==> src/pkg/fiq_defs.svh <==
// Constants for the flash identifier and status query controller
`ifndef FIQ_DEFS_SVH
`define FIQ_DEFS_SVH
// ----------------------------------------------------------------
// Commands and query addresses
// ----------------------------------------------------------------
`define FIQ_CMD_READ_ARRAY 8'hFF
`define FIQ_CMD_READ_ID 8'h90
`define FIQ_CMD_READ_STATUS 8'h70
`define FIQ_CMD_READ_QUERY 8'h98
`define FIQ_QRY_PROT_COUNT 8'h3F
`define FIQ_QRY_PROT_DESC 8'h40
`define FIQ_QRY_PAGE_CAP 8'h44
`define FIQ_QRY_BURST_CNT 8'h45
`define FIQ_QRY_RESERVED 8'h46
`define FIQ_ID_MANUF 8'h00
`define FIQ_ID_DEVICE 8'h01
`define FIQ_ID_LOCK 8'h02
`define FIQ_ENGINE_READY_BIT 7
`define FIQ_LOCK_BIT 0
`define FIQ_PROT_ZERO_BYTES 16'h0100
// ----------------------------------------------------------------
// Register offsets of the controller port
// ----------------------------------------------------------------
`define FIQ_REG_CTRL 4'h0
`define FIQ_REG_ADDR 4'h1
`define FIQ_REG_STAT 4'h2
`define FIQ_REG_DATA 4'h3
`define FIQ_REG_PAGE 4'h4
`define FIQ_REG_PROT 4'h5
// ----------------------------------------------------------------
// Timing
// ----------------------------------------------------------------
`define FIQ_CLK_NS 8
`define FIQ_T_ACCESS_NS 120
`define FIQ_T_WRITE_NS 70
`define FIQ_T_HIGH_NS 30
`endif

==> src/pkg/fiq_pkg.sv <==
// Types for the flash identifier and status query controller
package fiq_pkg;
  typedef enum logic [2:0] {
    FIQ_OP_CMD,
    FIQ_OP_ID,
    FIQ_OP_STATUS,
    FIQ_OP_QUERY,
    FIQ_OP_ARRAY
  } fiq_op_e;
  typedef enum logic [1:0] {
    FIQ_MODE_ARRAY,
    FIQ_MODE_ID,
    FIQ_MODE_STATUS,
    FIQ_MODE_QUERY
  } fiq_mode_e;
endpackage : fiq_pkg

==> src/fiq_cycle.sv <==
// Single asynchronous flash bus cycle: strobe timing and the sample pulse for data capture
`timescale 1ns/100ps
`default_nettype none
`include "fiq_defs.svh"
module fiq_cycle
  import fiq_pkg::*;
#(
  parameter int ACC_CYC = (`FIQ_T_ACCESS_NS + `FIQ_CLK_NS - 1) / `FIQ_CLK_NS,
  parameter int WR_CYC = (`FIQ_T_WRITE_NS + `FIQ_CLK_NS - 1) / `FIQ_CLK_NS,
  parameter int HI_CYC = (`FIQ_T_HIGH_NS + `FIQ_CLK_NS - 1) / `FIQ_CLK_NS
) (
  input wire logic i_clock,
  input wire logic i_reset_n,
  input wire logic i_start,
  input wire logic i_write,
  output logic o_busy,
  output logic o_done,
  output logic o_sample,
  output logic o_ce_n,
  output logic o_oe_n,
  output logic o_we_n,
  output logic o_dq_oe_n
);
  // ----------------------------------------------------------------
  // Phase sequencer
  // ----------------------------------------------------------------
  typedef enum logic [1:0] {FIQ_PH_IDLE, FIQ_PH_ACT, FIQ_PH_HIGH} fiq_ph_e;
  fiq_ph_e ph_reg, ph_next; // Current phase
  logic [7:0] cnt_reg, cnt_next; // Phase counter
  logic wr_reg, wr_next; // Cycle is a write
  logic done_reg, done_next; // Completion pulse
  logic smp_reg, smp_next; // Sample pulse
  // Next-state logic; strobes go high between cycles so each read is a new random access
  always_comb begin
    ph_next = ph_reg;
    cnt_next = cnt_reg;
    wr_next = wr_reg;
    done_next = 1'b0;
    smp_next = 1'b0;
    unique case (ph_reg)
      FIQ_PH_IDLE: begin
        if (i_start) begin
          ph_next = FIQ_PH_ACT;
          wr_next = i_write;
          cnt_next = '0;
        end
      end
      FIQ_PH_ACT: begin
        cnt_next = cnt_reg + 8'h01;
        if (cnt_reg == 8'((wr_reg ? WR_CYC : ACC_CYC) - 1)) begin
          ph_next = FIQ_PH_HIGH;
          cnt_next = '0;
          smp_next = ~wr_reg;
        end
      end
      FIQ_PH_HIGH: begin
        // Deselect before the next access so status is relatched
        cnt_next = cnt_reg + 8'h01;
        if (cnt_reg == 8'(HI_CYC - 1)) begin
          ph_next = FIQ_PH_IDLE;
          done_next = 1'b1;
        end
      end
    endcase
  end
  // Registers
  always_ff @(posedge i_clock) begin
    if (!i_reset_n) begin
      ph_reg <= FIQ_PH_IDLE;
      cnt_reg <= '0;
      wr_reg <= 1'b0;
      done_reg <= 1'b0;
      smp_reg <= 1'b0;
    end else begin
      ph_reg <= ph_next;
      cnt_reg <= cnt_next;
      wr_reg <= wr_next;
      done_reg <= done_next;
      smp_reg <= smp_next;
    end
  end
  assign o_busy = (ph_reg != FIQ_PH_IDLE);
  assign o_done = done_reg;
  assign o_sample = smp_reg;
  assign o_ce_n = (ph_reg != FIQ_PH_ACT);
  assign o_oe_n = !((ph_reg == FIQ_PH_ACT) && !wr_reg);
  assign o_we_n = !((ph_reg == FIQ_PH_ACT) && wr_reg);
  assign o_dq_oe_n = !((ph_reg != FIQ_PH_IDLE) && wr_reg);
endmodule : fiq_cycle
`default_nettype wire

==> src/fiq_ctrl.sv <==
// Host controller that reads identifier, status and query data from a parallel flash
// Functional notes
// - Only single random reads in these modes
// - Identifier mode lasts until new command
// - Identifier command only when engine idle
// - Deselect between status reads for freshness
// - Address bit 0 ignored, A1 lowest, in identifier and query modes only
`timescale 1ns/100ps
`default_nettype none
`include "fiq_defs.svh"
module fiq_ctrl
  import fiq_pkg::*;
#(
  parameter int ADDR_W = 24
) (
  input wire logic i_clock,
  input wire logic i_reset_n,
  input wire logic [3:0] i_reg_addr,
  input wire logic [31:0] i_reg_wdata,
  input wire logic i_reg_write,
  input wire logic i_reg_read,
  output logic [31:0] o_reg_rdata,
  output logic o_ce_n,
  output logic o_oe_n,
  output logic o_we_n,
  output logic [ADDR_W-1:0] o_addr,
  output logic [15:0] o_dq_out,
  output logic o_dq_oe_n,
  input wire logic [15:0] i_dq_in
);
  // ----------------------------------------------------------------
  // Input synchroniser for the data pins
  // ----------------------------------------------------------------
  logic [15:0] dq_s1_reg, dq_s2_reg; // Two-stage capture of the pins
  always_ff @(posedge i_clock) begin
    if (!i_reset_n) begin
      dq_s1_reg <= 16'h0000;
      dq_s2_reg <= 16'h0000;
    end else begin
      dq_s1_reg <= i_dq_in;
      dq_s2_reg <= dq_s1_reg;
    end
  end
  // ----------------------------------------------------------------
  // Bus cycle engine
  // ----------------------------------------------------------------
  logic cyc_start, cyc_write, cyc_busy, cyc_done, cyc_sample;
  logic ce_n_w, oe_n_w, we_n_w, dqoe_n_w;
  fiq_cycle i_fiq_cycle (
    .i_clock(i_clock),
    .i_reset_n(i_reset_n),
    .i_start(cyc_start),
    .i_write(cyc_write),
    .o_busy(cyc_busy),
    .o_done(cyc_done),
    .o_sample(cyc_sample),
    .o_ce_n(ce_n_w),
    .o_oe_n(oe_n_w),
    .o_we_n(we_n_w),
    .o_dq_oe_n(dqoe_n_w)
  );
  // Identifier address: block bits kept, word index on A1 upward, A0 forced low
  // OR-ing the index into the raw address would set A0 and shift the offset
  function automatic logic [ADDR_W-1:0] id_addr(input logic [ADDR_W-1:0] blk, input logic [7:0] idx);
    id_addr = {blk[ADDR_W-1:9], idx, 1'b0};
  endfunction : id_addr
  // ----------------------------------------------------------------
  // Order sequencer
  // ----------------------------------------------------------------
  typedef enum logic [1:0] {FIQ_ST_IDLE, FIQ_ST_CMD, FIQ_ST_READ, FIQ_ST_WAIT} fiq_st_e;
  fiq_st_e st_reg, st_next; // Sequencer state
  fiq_op_e op_reg, op_next; // Requested operation
  fiq_mode_e mode_reg, mode_next; // Device read mode as last commanded
  logic [ADDR_W-1:0] tgt_reg, tgt_next; // Target address from software
  logic [ADDR_W-1:0] addr_reg, addr_next; // Pin address
  logic [15:0] dout_reg, dout_next; // Pin write data
  logic [15:0] data_reg, data_next; // Last value read
  logic busy_reg, busy_next; // Order in progress
  logic refused_reg, refused_next; // Identifier order refused while engine busy
  logic locked_reg, locked_next; // Bit 0 of the last identifier word read, whichever word
  logic ready_reg, ready_next; // Last ready bit seen
  logic stat_valid_reg, stat_valid_next; // Low status bits are meaningful
  logic cmd_ph_reg, cmd_ph_next; // Status poll before identifier order
  logic [15:0] prot_reg, prot_next; // Decoded protection byte count
  logic [7:0] page_reg, page_next; // Decoded read page bytes
  // Command byte for each operation
  function automatic logic [7:0] op_cmd(input fiq_op_e op);
    unique case (op)
      FIQ_OP_ID: op_cmd = `FIQ_CMD_READ_ID;
      FIQ_OP_STATUS: op_cmd = `FIQ_CMD_READ_STATUS;
      FIQ_OP_QUERY: op_cmd = `FIQ_CMD_READ_QUERY;
      FIQ_OP_ARRAY: op_cmd = `FIQ_CMD_READ_ARRAY;
      FIQ_OP_CMD: op_cmd = `FIQ_CMD_READ_STATUS;
      // Undefined order codes fall back to a harmless status command
      default: op_cmd = `FIQ_CMD_READ_STATUS;
    endcase
  endfunction : op_cmd
  // Mode that a command leaves the device in
  function automatic fiq_mode_e op_mode(input fiq_op_e op);
    unique case (op)
      FIQ_OP_ID: op_mode = FIQ_MODE_ID;
      FIQ_OP_QUERY: op_mode = FIQ_MODE_QUERY;
      FIQ_OP_ARRAY: op_mode = FIQ_MODE_ARRAY;
      FIQ_OP_STATUS, FIQ_OP_CMD: op_mode = FIQ_MODE_STATUS;
      default: op_mode = FIQ_MODE_STATUS;
    endcase
  endfunction : op_mode
  // Next-state logic of the sequencer
  always_comb begin
    st_next = st_reg;
    op_next = op_reg;
    mode_next = mode_reg;
    tgt_next = tgt_reg;
    addr_next = addr_reg;
    dout_next = dout_reg;
    data_next = data_reg;
    busy_next = busy_reg;
    refused_next = refused_reg;
    locked_next = locked_reg;
    ready_next = ready_reg;
    stat_valid_next = stat_valid_reg;
    cmd_ph_next = cmd_ph_reg;
    prot_next = prot_reg;
    page_next = page_reg;
    cyc_start = 1'b0;
    cyc_write = 1'b0;
    if (i_reg_write && i_reg_addr == `FIQ_REG_ADDR && !busy_reg) begin
      tgt_next = i_reg_wdata[ADDR_W-1:0];
    end
    unique case (st_reg)
      FIQ_ST_IDLE: begin
        if (i_reg_write && i_reg_addr == `FIQ_REG_CTRL) begin
          op_next = fiq_op_e'(i_reg_wdata[2:0]);
          busy_next = 1'b1;
          refused_next = 1'b0;
          // Identifier order first checks engine state through status
          cmd_ph_next = (fiq_op_e'(i_reg_wdata[2:0]) == FIQ_OP_ID);
          st_next = FIQ_ST_CMD;
        end
      end
      FIQ_ST_CMD: begin
        // Mode changes only by a command write
        dout_next = {8'h00, op_cmd(cmd_ph_reg ? FIQ_OP_STATUS : op_reg)};
        mode_next = op_mode(cmd_ph_reg ? FIQ_OP_STATUS : op_reg);
        cyc_start = 1'b1;
        cyc_write = 1'b1;
        st_next = FIQ_ST_WAIT;
      end
      FIQ_ST_READ: begin
        // Each read is one random access, no page bursts
        unique case (mode_reg)
          FIQ_MODE_ID: addr_next = id_addr(tgt_reg, tgt_reg[7:0]);
          FIQ_MODE_QUERY: addr_next = ADDR_W'({tgt_reg[7:0], 1'b0});
          default: addr_next = tgt_reg;
        endcase
        cyc_start = 1'b1;
        st_next = FIQ_ST_WAIT;
      end
      FIQ_ST_WAIT: begin
        if (cyc_sample) begin
          if (mode_reg == FIQ_MODE_STATUS) begin
            // Busy engine drives only the ready bit
            ready_next = dq_s2_reg[`FIQ_ENGINE_READY_BIT];
            stat_valid_next = dq_s2_reg[`FIQ_ENGINE_READY_BIT];
            data_next = dq_s2_reg[`FIQ_ENGINE_READY_BIT] ? {8'h00, dq_s2_reg[7:0]} :
                        {8'h00, 8'h80 & dq_s2_reg[7:0]};
          end else if (mode_reg == FIQ_MODE_ID) begin
            data_next = {8'h00, dq_s2_reg[7:0]};
            locked_next = dq_s2_reg[`FIQ_LOCK_BIT];
          end else if (mode_reg == FIQ_MODE_QUERY) begin
            data_next = {8'h00, dq_s2_reg[7:0]};
            unique case (tgt_reg[7:0])
              `FIQ_QRY_PROT_COUNT: prot_next = (dq_s2_reg[7:0] == 8'h00) ? `FIQ_PROT_ZERO_BYTES :
                                               {8'h00, dq_s2_reg[7:0]};
              `FIQ_QRY_PAGE_CAP: page_next = (dq_s2_reg[7:0] == 8'h00) ? 8'h00 :
                                             8'(16'h0001 << dq_s2_reg[2:0]);
              // Descriptor bytes and burst count returned raw; reserved byte masked
              `FIQ_QRY_RESERVED: data_next = 16'h0000;
              default: data_next = {8'h00, dq_s2_reg[7:0]};
            endcase
          end else begin
            data_next = dq_s2_reg;
          end
        end
        if (cyc_done) begin
          if (cmd_ph_reg) begin
            st_next = FIQ_ST_READ;
          end else if (op_reg == FIQ_OP_CMD || dout_reg == 16'h0000) begin
            st_next = FIQ_ST_IDLE;
            busy_next = 1'b0;
          end else begin
            st_next = FIQ_ST_IDLE;
            busy_next = 1'b0;
          end
          // After a command write go read; after a read finish
          if (dout_reg != 16'h0000 && !cmd_ph_reg && op_reg != FIQ_OP_CMD) begin
            st_next = FIQ_ST_READ;
            busy_next = 1'b1;
            dout_next = 16'h0000;
          end
          if (cmd_ph_reg && dout_reg == 16'h0000) begin
            // Status poll result decides whether identifier command may go
            cmd_ph_next = 1'b0;
            if (ready_next) begin
              st_next = FIQ_ST_CMD;
            end else begin
              refused_next = 1'b1;
              st_next = FIQ_ST_IDLE;
              busy_next = 1'b0;
            end
          end else if (cmd_ph_reg) begin
            dout_next = 16'h0000;
          end
        end
      end
    endcase
  end
  // Sequencer registers
  always_ff @(posedge i_clock) begin
    if (!i_reset_n) begin
      st_reg <= FIQ_ST_IDLE;
      op_reg <= FIQ_OP_ARRAY;
      mode_reg <= FIQ_MODE_ARRAY;
      tgt_reg <= '0;
      addr_reg <= '0;
      dout_reg <= 16'h0000;
      data_reg <= 16'h0000;
      busy_reg <= 1'b0;
      refused_reg <= 1'b0;
      locked_reg <= 1'b0;
      ready_reg <= 1'b0;
      stat_valid_reg <= 1'b0;
      cmd_ph_reg <= 1'b0;
      prot_reg <= 16'h0000;
      page_reg <= 8'h00;
    end else begin
      st_reg <= st_next;
      op_reg <= op_next;
      mode_reg <= mode_next;
      tgt_reg <= tgt_next;
      addr_reg <= addr_next;
      dout_reg <= dout_next;
      data_reg <= data_next;
      busy_reg <= busy_next;
      refused_reg <= refused_next;
      locked_reg <= locked_next;
      ready_reg <= ready_next;
      stat_valid_reg <= stat_valid_next;
      cmd_ph_reg <= cmd_ph_next;
      prot_reg <= prot_next;
      page_reg <= page_next;
    end
  end
  // ----------------------------------------------------------------
  // Pin registers
  // ----------------------------------------------------------------
  always_ff @(posedge i_clock) begin
    if (!i_reset_n) begin
      o_ce_n <= 1'b1;
      o_oe_n <= 1'b1;
      o_we_n <= 1'b1;
      o_dq_oe_n <= 1'b1;
      o_addr <= '0;
      o_dq_out <= 16'h0000;
    end else begin
      o_ce_n <= ce_n_w;
      o_oe_n <= oe_n_w;
      o_we_n <= we_n_w;
      o_dq_oe_n <= dqoe_n_w;
      o_addr <= addr_reg;
      o_dq_out <= dout_reg;
    end
  end
  // ----------------------------------------------------------------
  // Register read port, data one cycle after the strobe
  // ----------------------------------------------------------------
  logic [31:0] rd_next; // Read mux
  always_comb begin
    rd_next = 32'h0000_0000;
    unique case (i_reg_addr)
      `FIQ_REG_CTRL: rd_next = {29'h0, op_reg};
      `FIQ_REG_ADDR: rd_next = 32'(tgt_reg);
      `FIQ_REG_STAT: rd_next = {24'h0, mode_reg, stat_valid_reg, ready_reg, locked_reg, refused_reg, 1'b0, busy_reg};
      `FIQ_REG_DATA: rd_next = {16'h0, data_reg};
      `FIQ_REG_PAGE: rd_next = {24'h0, page_reg};
      `FIQ_REG_PROT: rd_next = {16'h0, prot_reg};
      default: rd_next = 32'h0000_0000;
    endcase
  end
  always_ff @(posedge i_clock) begin
    if (!i_reset_n) begin
      o_reg_rdata <= 32'h0000_0000;
    end else begin
      o_reg_rdata <= i_reg_read ? rd_next : 32'h0000_0000;
    end
  end
  // ----------------------------------------------------------------
  // Checks
  // ----------------------------------------------------------------
  AST_ONE_STROBE: assert property (@(posedge i_clock) disable iff (!i_reset_n)
    !(!o_oe_n && !o_we_n)) else $error("oe and we low together");
  AST_DESELECT: assert property (@(posedge i_clock) disable iff (!i_reset_n)
    $rose(o_ce_n) |-> o_ce_n [*2]) else $error("chip select not held high");
  AST_DRIVE_WRITE: assert property (@(posedge i_clock) disable iff (!i_reset_n)
    !o_we_n |-> !o_dq_oe_n) else $error("write without driving data");
  AST_NO_DRIVE_READ: assert property (@(posedge i_clock) disable iff (!i_reset_n)
    !o_oe_n |-> o_dq_oe_n) else $error("driving data during read");
  AST_ID_LOWBYTE: assert property (@(posedge i_clock) disable iff (!i_reset_n)
    (cyc_sample && mode_reg == FIQ_MODE_ID) |=> data_reg[15:8] == 8'h00) else $error("id high byte");
  AST_BUSY_MASK: assert property (@(posedge i_clock) disable iff (!i_reset_n)
    (cyc_sample && mode_reg == FIQ_MODE_STATUS && !dq_s2_reg[7]) |=> data_reg[6:0] == 7'h00)
    else $error("busy status bits kept");
  AST_MODE_CMD: assert property (@(posedge i_clock) disable iff (!i_reset_n)
    (mode_reg != $past(mode_reg)) |-> $past(st_reg) == FIQ_ST_CMD) else $error("mode changed without command");
  AST_START_IDLE: assert property (@(posedge i_clock) disable iff (!i_reset_n)
    cyc_start |-> !cyc_busy) else $error("bus cycle started while one runs");
  AST_ID_A0: assert property (@(posedge i_clock) disable iff (!i_reset_n)
    (!o_oe_n && mode_reg == FIQ_MODE_ID) |-> !o_addr[0]) else $error("id read with A0 set");
endmodule : fiq_ctrl
`default_nettype wire

==> config.mk <==
export PLATFORM = sky130hd
export DESIGN_NAME = fiq_ctrl
export DESIGN_NICKNAME = d
export VERILOG_FILES = /design/src/pkg/fiq_pkg.sv /design/src/fiq_cycle.sv /design/src/fiq_ctrl.sv
export VERILOG_INCLUDE_DIRS = /design/src /design/src/pkg
export SDC_FILE = /design/constraint.sdc
export NUM_CORES = 1
export LEC_CHECK = 0
export BUFFER_PORTS_ARGS = -buffer_cell sky130_fd_sc_hd__buf_2
export CAP_MARGIN = 20
export CORE_UTILIZATION = 42
export DETAILED_ROUTE_END_ITERATION = 7
export GPL_TIMING_DRIVEN = 0
export PLACE_DENSITY = 0.63
export SLEW_MARGIN = 10
export SYNTH_ARGS = -nofsm -noshare
export SYNTH_HDL_FRONTEND = slang
export SYNTH_SLANG_ARGS = --single-unit
==> constraint.sdc <==
create_clock -name i_clock -period 1.8 [get_ports i_clock]
set_input_delay 0.36 -clock i_clock [delete_from_list [all_inputs] [get_ports i_clock]]
set_output_delay 0.36 -clock i_clock [all_outputs]
set_load 0.01 [all_outputs]
==> results.md, run 1 <==
- DRC violation total after the first TritonRoute iteration: 433
- Failing checks: setup timing
- GP Congestion: 0.8814
- Avg Cell Area, Syn: 9.495 sq um
- # setup viols final: 8
- Placed Cells: 1204
- Async SR Flop Fraction: 0
- Hold Crit Class: input port to flop
- Largest net degree at the start of global routing: 15
- Hold WS: 56.95 ps
- Worst-path fanout max: 8
- Starting Density: 0.4295
- Maxcap violations: 0
- Slew Viols, Final: 0
- Synthesis Warnings: 0
- Reg-to-Reg End: data_reg[2]
- R2r setup slk: -40 ps
- Initial antenna violation count: 0
- Run status: complete, but fails checks
- R2R Path Start: tgt_reg[4]
- Core box area: 0.01877 sq mm
- CTS HTree Levels: 1
- Post-layout min period: 1844 ps
- Layout Cells excl Fill: 1250
- Number of buffers created by CTS: 23
- Cells after Synth: 849
- Critical Path Start: tgt_reg[4]
- DR vias: 6389
- Seq/Total Area, Yosys: 0.5538
- CTS tree: done
- Share of layout cells above drive strength 1: 0.2175
- Setup Skew: 15.30 ps
- Post-Syn Area: 0.008061 sq mm
- WS Path Type: flop to flop
- Die width: 140.5 um
- Overall power: 0.01092 W
- Pleak: 4.077 nW
- Top achievable clock speed: 0.5423 GHz
- Post-layout util: 0.5310
- Area Overhead vs Synth: 23.62%
- Worst ir drop on vdd: 0.0005975 V
- CP Data Required Time: 2170 ps
- Area occupied by multi-input gates: 0.003393 sq mm
- RSZ-0062 raised after global routing: yes
- Setup crit end kind: flop
- Antenna viol nets, final: 0
- Prevailing post-synth register cell: dfxtp_1
- Drt first pass iters: 5
- CTS max path bufs: 3
- Remaining DRCs: 0
- First-pass GRT wire length: 30570 um
- Row count: 50
- Fin. Hold Viols: 0
- CP Launch Type: flop
- Reg area: 0.004486 sq mm
- Fin crit share: 1.024
- Routed WL: 19780 um
- Worst-skew pair later-pin latency: 510 ps
- CTS clock-pin slew for the worst setup and hold paths: 60 ps
- Final WS setup: -43.88 ps
- Number of global-route vias before repair: 5777
- Count of different cell masters after synthesis: 62
- FILL cells: 1763
- N_diodes: 0
- I/O Pins: 132
- Clock sink total: 223
- All-Layer GR Usage: 0.1957
- Avg WL per Cell: 15.82 um
- Worst setup path end: data_reg[2]
- Die area: 0.01975 sq mm
- Max-slew headroom: 0.3349
- Die H: 140.5 um
- Clk root buf: clkbuf_16
- Post-layout nets: 1070
- Via density per instance: 5.111
- PD cells: 1096 mW/mm^2
- Reg2reg path depth: 4
- Post-DP HPWL: 13730 um
- CP arrival: 2220 ps
- EDFF count, synth: 0
- # port buffers: 112
- Least-Margin Pin Slew: 984.2 ps
- Flops & latches, synth: 223
- Total gr overflow: 0
how the worst min path moves through the flow:
| stage | cells after the start | from | endpoint | slack, ps |
|---|---|---|---|---|
| after global placement | 2 | addr_reg[15] | o_addr[15] | 410 |
| after global routing | 2 | i_dq_in[11] | dq_s1_reg[11] | 50 |
| after CTS | 2 | i_dq_in[11] | dq_s1_reg[11] | 40 |
| after floorplan | 2 | addr_reg[10] | o_addr[10] | 400 |
| after detailed placement | 2 | addr_reg[12] | o_addr[12] | 410 |
| final | 2 | i_dq_in[11] | dq_s1_reg[11] | 60 |
cells in the mapped netlist, types with 12 or more instances:
cell type | count | area [sq um]
dfxtp_1 | 223 | 4464
nand2_1 | 111 | 416.7
nor2_1 | 64 | 240.2
and2_1 | 62 | 387.9
a21oi_1 | 50 | 250.2
clkbuf_1 | 36 | 135.1
o21ai_0 | 35 | 175.2
inv_1 | 31 | 116.4
a22oi_1 | 23 | 172.7
mux2i_1 | 23 | 230.2
nor3_1 | 16 | 80.08
nand2b_1 | 14 | 87.58
ha_1 | 12 | 150.1
worst max-delay path, cell delays in order, from the launching register on:
cell and delay, ps:
dfxtp_4 350, or4_4 550, or4_4 510, a32oi_1 230, nor2_1 60
final cells by class:
class / instances / share of cell area
clock buffer: 30 / 0.06441
multi-input combinational: 543 / 0.3405
sequential: 223 / 0.4501
inverter: 31 / 0.01168
clock inverter: 9 / 0.01105
timing repair buffer: 124 / 0.06478
tap: 234 / 0.02938
buffer: 56 / 0.02812
per-stage QoR:
step | area [sq um] | TNS (ps) | worst slack (ps)
finish | 9966 | -154.3 | -43.88
CTS | 9838 | -187.2 | -37.41
detailed placement | 8964 | -33870 | -511.9
global placement | 8947 | -35690 | -690.9
floorplan | 8094 | -97.51 | -97.51
global route | 9966 | -1175 | -92.47
routing by layer:
| layer | wire length [um] | GRT usage | vias to the layer above |
|---|---|---|---|
| li1 | - | - | 3204 |
| met1 | 9026 | 0.2626 | 2940 |
| met2 | 9130 | 0.3221 | 201 |
| met3 | 1044 | 0.02872 | 44 |
| met4 | 580 | 0.06808 | 0 |
| met5 | 0 | 0 | - |
cell usage in the layout (no fill, tap or decap), types with 4 or more instances in the layout:
| cell | n |
|---|---|
| nor4_4 | 4 |
| nand3b_1 | 4 |
| nor2_1 | 63 |
| and3_1 | 4 |
| and2_1 | 62 |
| a21boi_0 | 9 |
| nand4_1 | 8 |
| xnor2_1 | 5 |
| nand3_1 | 9 |
| a32oi_1 | 7 |
| conb_1 | 8 |
| a22oi_1 | 23 |
| a21oi_1 | 48 |
| inv_1 | 30 |
| clkbuf_1 | 33 |
| dfxtp_1 | 216 |
| nand2b_1 | 12 |
| a222oi_1 | 9 |
| o21ai_0 | 33 |
| dfxtp_4 | 5 |
| buf_2 | 119 |
| nor3_1 | 15 |
| clkbuf_16 | 23 |
| buf_4 | 20 |
| clkbuf_8 | 4 |
| nand2_1 | 110 |
| mux2i_1 | 23 |
| nand4b_1 | 6 |
| ha_1 | 8 |
| a311oi_1 | 9 |
| buf_1 | 4 |
logic make-up after synthesis:
group | Yosys count | share of synthesized area
flip-flops | 223 | 0.5538
multiplexers | 23 | 0.02856
adder cells (fa/ha/maj) | 12 | 0.01862
buffers and inverters | 90 | 0.04873
other | 1 | 0.0004652
AO/OA/AOI/OAI | 161 | 0.1308
AND/OR/NAND/NOR | 331 | 0.2103
XOR/XNOR | 8 | 0.008692
timing repair:
| item | in CTS | in global routing |
|---|---|---|
| cloned | 1 | 1 |
| buffers inserted | 4 | 4 |
| resized for setup | 32 | 27 |
| pin swaps | 10 | 8 |
| hold buffers | 0 | 0 |
| setup endpoints to repair | 77 | 82 |
where the power goes:
part           leakage, nW  total [W]  internal (W)  switching [W]
clock network        0.361    0.00470       0.00280        0.00190
logic                 1.91    0.00105      0.000433       0.000612
registers             1.81    0.00518       0.00507       0.000103
total                 4.08     0.0109       0.00830        0.00261
Power figures use the tool's default switching activity.
==> run 2, diff against run 1 <==
--- a/config.mk
+++ b/config.mk
@@ -12,6 +12,7 @@
 export DETAILED_ROUTE_END_ITERATION = 7
 export GPL_TIMING_DRIVEN = 0
 export PLACE_DENSITY = 0.63
+export SKIP_CTS_REPAIR_TIMING = 1
 export SLEW_MARGIN = 10
 export SYNTH_ARGS = -nofsm -noshare
 export SYNTH_HDL_FRONTEND = slang
==> results.md, run 2 (synthesis gave the netlist of run 1 again) <==
- Run status: complete, but fails checks
- Failing checks: setup timing
- Die area: 0.01975 sq mm
- Worst setup path end: page_reg[1]
- WS Path Type: flop to flop
- CP Data Required Time: 2160 ps
- Pint: 0.008305 W
- DP Area: 0.008964 sq mm
- Least-Margin Pin Slew: 1026 ps
- Clk root buf: clkbuf_16
- Family with the most delay on the worst path: simple AND/OR/NAND/NOR gates
- Hold Crit Class: input port to flop
- Top achievable clock speed: 0.5287 GHz
- RSZ-0062 raised after global routing: yes
- Share of layout cells above drive strength 1: 0.2198
- Area occupied by multi-input gates: 0.003393 sq mm
- Reg-to-Reg End: page_reg[1]
- CP max stage cell: or4_4
- Setup crit end kind: flop
- Worst ir drop on vdd: 0.0005970 V
- Post-layout nets: 1073
- CP arrival: 2260 ps
- Die width: 140.5 um
- Largest net degree at the start of global routing: 15
- Flop pwr share: 0.475
- Fin. Hold Viols: 0
- Area Overhead vs Synth: 23.93%
- Via density per instance: 5.112
- Post-layout min period: 1892 ps
- R2R Path Start: tgt_reg[5]
- Initial antenna violation count: 0
- Worst-path fanout max: 5
- GR Layer Usage met1: 0.2612
- Antenna viol nets, final: 0
- DR vias: 6405
- Pleak: 4.082 nW
- Clock power frac: 0.430
- Routed WL: 19710 um
- Most common cell after layout, fill and taps aside: dfxtp_1
- Buffers & Inverters on Critical Path: 2
- Number of buffers created by CTS: 23
- CTS max path bufs: 3
- N_diodes: 0
- CTS tree: done
- Final WS setup: -91.53 ps
- Core box area: 0.01877 sq mm
- Combinational share of power: 0.095
- CP Launch Type: flop
- Reg area: 0.004481 sq mm
- FILL cells: 1747
- # port buffers: 112
- Commonest cells after routing, fill and taps aside: dfxtp_1, buf_2, nand2_1
- R2r setup slk: -90 ps
- Overall power: 0.01091 W
- Worst-skew pair later-pin latency: 510 ps
- Net Sw Power: 0.002605 W
- I/O Pins: 132
- Clock sink total: 223
- GP Congestion: 0.8814
- Row count: 50
- Setup Skew: 14.43 ps
- CTS clock-pin slew for the worst setup and hold paths: 60 ps
- Grt peak-use layer: met2
- DRC violation total after the first TritonRoute iteration: 506
- WP depth: 6
- All-Layer GR Usage: 0.1923
- Max-slew headroom: 0.3064
- Critical Path Start: tgt_reg[5]
- Remaining DRCs: 0
- Fin crit share: 1.051
- Met3 GRT Util: 0.02838
- First-pass GRT wire length: 30110 um
- Switch share: 0.2388
- Reg2reg path depth: 6
- Cells along the critical path: or4_4 > nor4_4 > buf_4 > buf_6 > mux2i_1 > nor2_1
- CTS HTree Levels: 1
- # setup viols final: 13
- Total gr overflow: 0
- GR Layer Usage met2: 0.3126
- Slew Viols, Final: 0
- Final Instance Area: 0.009991 sq mm
- Post-DP HPWL: 13730 um
- Drt first pass iters: 6
- Die H: 140.5 um
- Worst path max stage delay: 560 ps
- PD cells: 1092 mW/mm^2
- Number of global-route vias before repair: 5680
- Maxcap violations: 0
- Starting Density: 0.4295
- Avg WL per Cell: 15.73 um
## run 2: changes by cell type in the layout (fill, tap and decap cells not counted), moves of 2 or more
cell / before / now
a32oi_1: 7 / 5
buf_6: 2 / 4
dfxtp_4: 5 / 3
clkbuf_1: 33 / 35
a32oi_2: 0 / 2
dfxtp_2: 2 / 4
## run 2: worst min-delay path by stage
stage                       from            end  slack (ps)  cells past startpoint
floorplan           addr_reg[10]     o_addr[10]         400                      2
finish               i_dq_in[11]  dq_s1_reg[11]          60                      2
global route         i_dq_in[11]  dq_s1_reg[11]          50                      2
detailed placement  addr_reg[12]     o_addr[12]         410                      2
global placement    addr_reg[15]     o_addr[15]         410                      2
CTS                  i_dq_in[11]  dq_s1_reg[11]          40                      2
## run 2: per-stage QoR
step	hold slack (ps)	std cells	TNS [ps]	worst slack (ps)	util
2_1_floorplan	399.6	856	-97.51	-97.51	-
3_3_place_gp	410.9	1202	-35690	-690.9	0.4767
3_5_place_dp	411.9	1204	-33870	-511.9	0.4776
4_1_cts	42.61	1243	-18140	-435.0	0.5177
5_1_grt	45.05	1253	-2878	-129.6	0.5323
6_report	57.83	1253	-714.6	-91.53	0.5323
## run 2: power by group through the flow
stage / clock (W) / combinational, W / sequential, W
floorplan: 0 / 0.000617 / 0.00527
global placement: 0 / 0.000893 / 0.00528
detailed placement: 0 / 0.000900 / 0.00528
CTS: 0.00480 / 0.000907 / 0.00517
global route: 0.00501 / 0.00115 / 0.00519
finish: 0.00469 / 0.00104 / 0.00518
## run 2: worst reg2reg max path, stage by stage (launching register included)
cell,delay (ps)
dfxtp_4,360
or4_4,560
nor4_4,260
buf_4,190
buf_6,140
mux2i_1,180
nor2_1,50
## run 2: cell type report
| cell class | count | area share |
|---|---|---|
| clock inverter | 9 | 0.01102 |
| buffer | 57 | 0.02943 |
| multi-input combinational | 543 | 0.3396 |
| clock buffer | 30 | 0.06425 |
| timing repair buffer | 126 | 0.06625 |
| tap | 234 | 0.02930 |
| inverter | 31 | 0.01165 |
| sequential | 223 | 0.4485 |
## run 2: layer usage
| layer | routed length [um] | vias up | part of all wire |
|---|---|---|---|
| met3 | 1267 | 39 | 0.064 |
| met2 | 9136 | 206 | 0.46 |
| met4 | 521 | 0 | 0.026 |
| li1 | - | 3204 | - |
| met5 | 0 | - | 0 |
| met1 | 8788 | 2956 | 0.45 |
==> run 3, diff against run 2 <==
--- a/config.mk
+++ b/config.mk
@@ -8,6 +8,7 @@
 export LEC_CHECK = 0
 export BUFFER_PORTS_ARGS = -buffer_cell sky130_fd_sc_hd__buf_2
 export CAP_MARGIN = 20
+export CORE_ASPECT_RATIO = 0.9
 export CORE_UTILIZATION = 42
 export DETAILED_ROUTE_END_ITERATION = 7
 export GPL_TIMING_DRIVEN = 0
==> results.md, run 3 (synthesis gave the netlist of run 1 again) <==
- Number of global-route vias before repair: 5779
- Failing checks: setup timing
- Setup crit end kind: flop
- Die width: 148.0 um
- PD cells: 1112 mW/mm^2
- Slew Viols, Final: 0
- Final Instance Area: 0.01007 sq mm
- Layout Cells excl Fill: 1259
- Setup Skew: 10.60 ps
- Hold_sp: i_dq_in[6]
- Maxcap violations: 0
- Via density per instance: 5.006
- Starting Density: 0.4338
- Die area: 0.01975 sq mm
- All-Layer GR Usage: 0.1892
- CTS max path bufs: 3
- Worst-path fanout max: 5
- WS Path Type: flop to flop
- Remaining DRCs: 0
- CTS tree: done
- # setup viols final: 15
- Die H: 133.4 um
- Final WS setup: -83.38 ps
- FILL cells: 1731
- Share of layout cells above drive strength 1: 0.2189
- Routed WL: 19360 um
- Avg WL per Cell: 15.37 um
- Placed Cells: 1213
- RSZ-0062 raised after global routing: yes
- # port buffers: 112
- R2R Path Start: tgt_reg[3]
- Max-slew headroom: 0.2950
- Worst-skew pair later-pin latency: 510 ps
- WHS Endpoint: dq_s1_reg[6]
- Initial antenna violation count: 0
- Largest net degree at the start of global routing: 14
- Post-layout nets: 1070
- Clock sink total: 223
- Number of buffers created by CTS: 24
- DR vias: 6303
- Hold Crit Class: input port to flop
- Run status: complete, but fails checks
- CP arrival: 2250 ps
- Fin. Hold Viols: 0
- Hold Path Depth: 2
- Commonest cells after routing, fill and taps aside: dfxtp_1, buf_2, nand2_1
- CP Launch Type: flop
- Post-layout min period: 1883 ps
- Reg-to-Reg End: page_reg[1]
- First-pass GRT wire length: 29640 um
- CP Data Required Time: 2160 ps
- Core box area: 0.01858 sq mm
- N_diodes: 0
- Worst ir drop on vdd: 0.0007027 V
- Top achievable clock speed: 0.5310 GHz
- Area Overhead vs Synth: 24.86%
- CTS clock-pin slew for the worst setup and hold paths: 60 ps
- Reg2reg path depth: 5
- GP Congestion: 0.9028
- R2r setup slk: -80 ps
- CTS HTree Levels: 1
- DRC violation total after the first TritonRoute iteration: 354
- DP Area: 0.008967 sq mm
- Antenna viol nets, final: 0
- I/O Pins: 132
- Total gr overflow: 0
- Clk root buf: clkbuf_16
- Drt first pass iters: 5
- Fin crit share: 1.046
- Least-Margin Pin Slew: 1043 ps
- Post-DP HPWL: 13690 um
- Most common cell after layout, fill and taps aside: dfxtp_1
- Row count: 47
- Pleak: 4.117 nW
-- run 3: cell types whose count changed in the layout (fill, tap and decap cells not counted), sizes merged --
cell / before / now
inv: 32 / 31
bufinv: 2 / 3
clkinv: 3 / 5
clkinvlp: 3 / 0
buf: 147 / 143
-- run 3: area by class of cell --
| class | count | area [sq um] | share of cell area |
|---|---|---|---|
| plain buffers | 57 | 284.0 | 0.02822 |
| clock inverters | 8 | 118.9 | 0.01181 |
| inverters | 31 | 116.4 | 0.01156 |
| repair buffers | 122 | 633.1 | 0.06290 |
| flip-flops and latches | 223 | 4483 | 0.4454 |
| well taps | 245 | 306.5 | 0.03045 |
| clock buffers | 30 | 684.4 | 0.06799 |
| multi-input cells | 543 | 3440 | 0.3417 |
-- run 3: power breakdown --
part           switching (W)  total, W  internal, W  leakage, nW
combinational       0.000615   0.00104     0.000426         1.91
sequential          0.000104   0.00518      0.00508         1.81
clock                0.00188   0.00497      0.00309        0.400
-- run 3: per-layer routing --
layer,vias to the layer above,routed length [um],GRT usage
met5,-,0,0
met4,0,477,0.06243
met3,30,1080,0.03425
met2,175,8665,0.3031
met1,2895,9131,0.2570
li1,3203,-,-
-- run 3: how the worst max path moves through the flow --
stage                           start                      to  slack [ps]  cells after the start
2_1_floorplan           i_reg_addr[1]             refused_reg        -100                      6
3_3_place_gp                st_reg[0]            data_reg[13]        -710                      6
3_5_place_dp                i_reset_n  i_fiq_cycle.cnt_reg[7]        -560                      5
4_1_cts        i_fiq_cycle.cnt_reg[4]  i_fiq_cycle.cnt_reg[7]        -420                      4
5_1_grt                     st_reg[1]             page_reg[4]        -180                      7
6_report                   tgt_reg[3]             page_reg[1]         -80                      5
-- run 3: through the flow --
stage / power (W) / setup TNS, ps / setup slack [ps] / hold WS, ps / util
after floorplan: 0.005883 / -97.51 / -97.51 / 399.6 / -
after global placement: 0.006174 / -34270 / -707.2 / 410.7 / 0.4822
after detailed placement: 0.006181 / -32440 / -559.4 / 416.3 / 0.4826
after CTS: 0.01113 / -18860 / -415.3 / 45.06 / 0.5258
after global routing: 0.01158 / -2673 / -181.0 / 54.00 / 0.5417
final: 0.01119 / -627.9 / -83.38 / 57.01 / 0.5417
-- run 3: critical path, cell delays in order, from the launching register on --
cell and delay [ps]:
dfxtp_4 350, or4_4 550, nor4_4 420, buf_6 190, mux2i_1 180, nor2_1 50
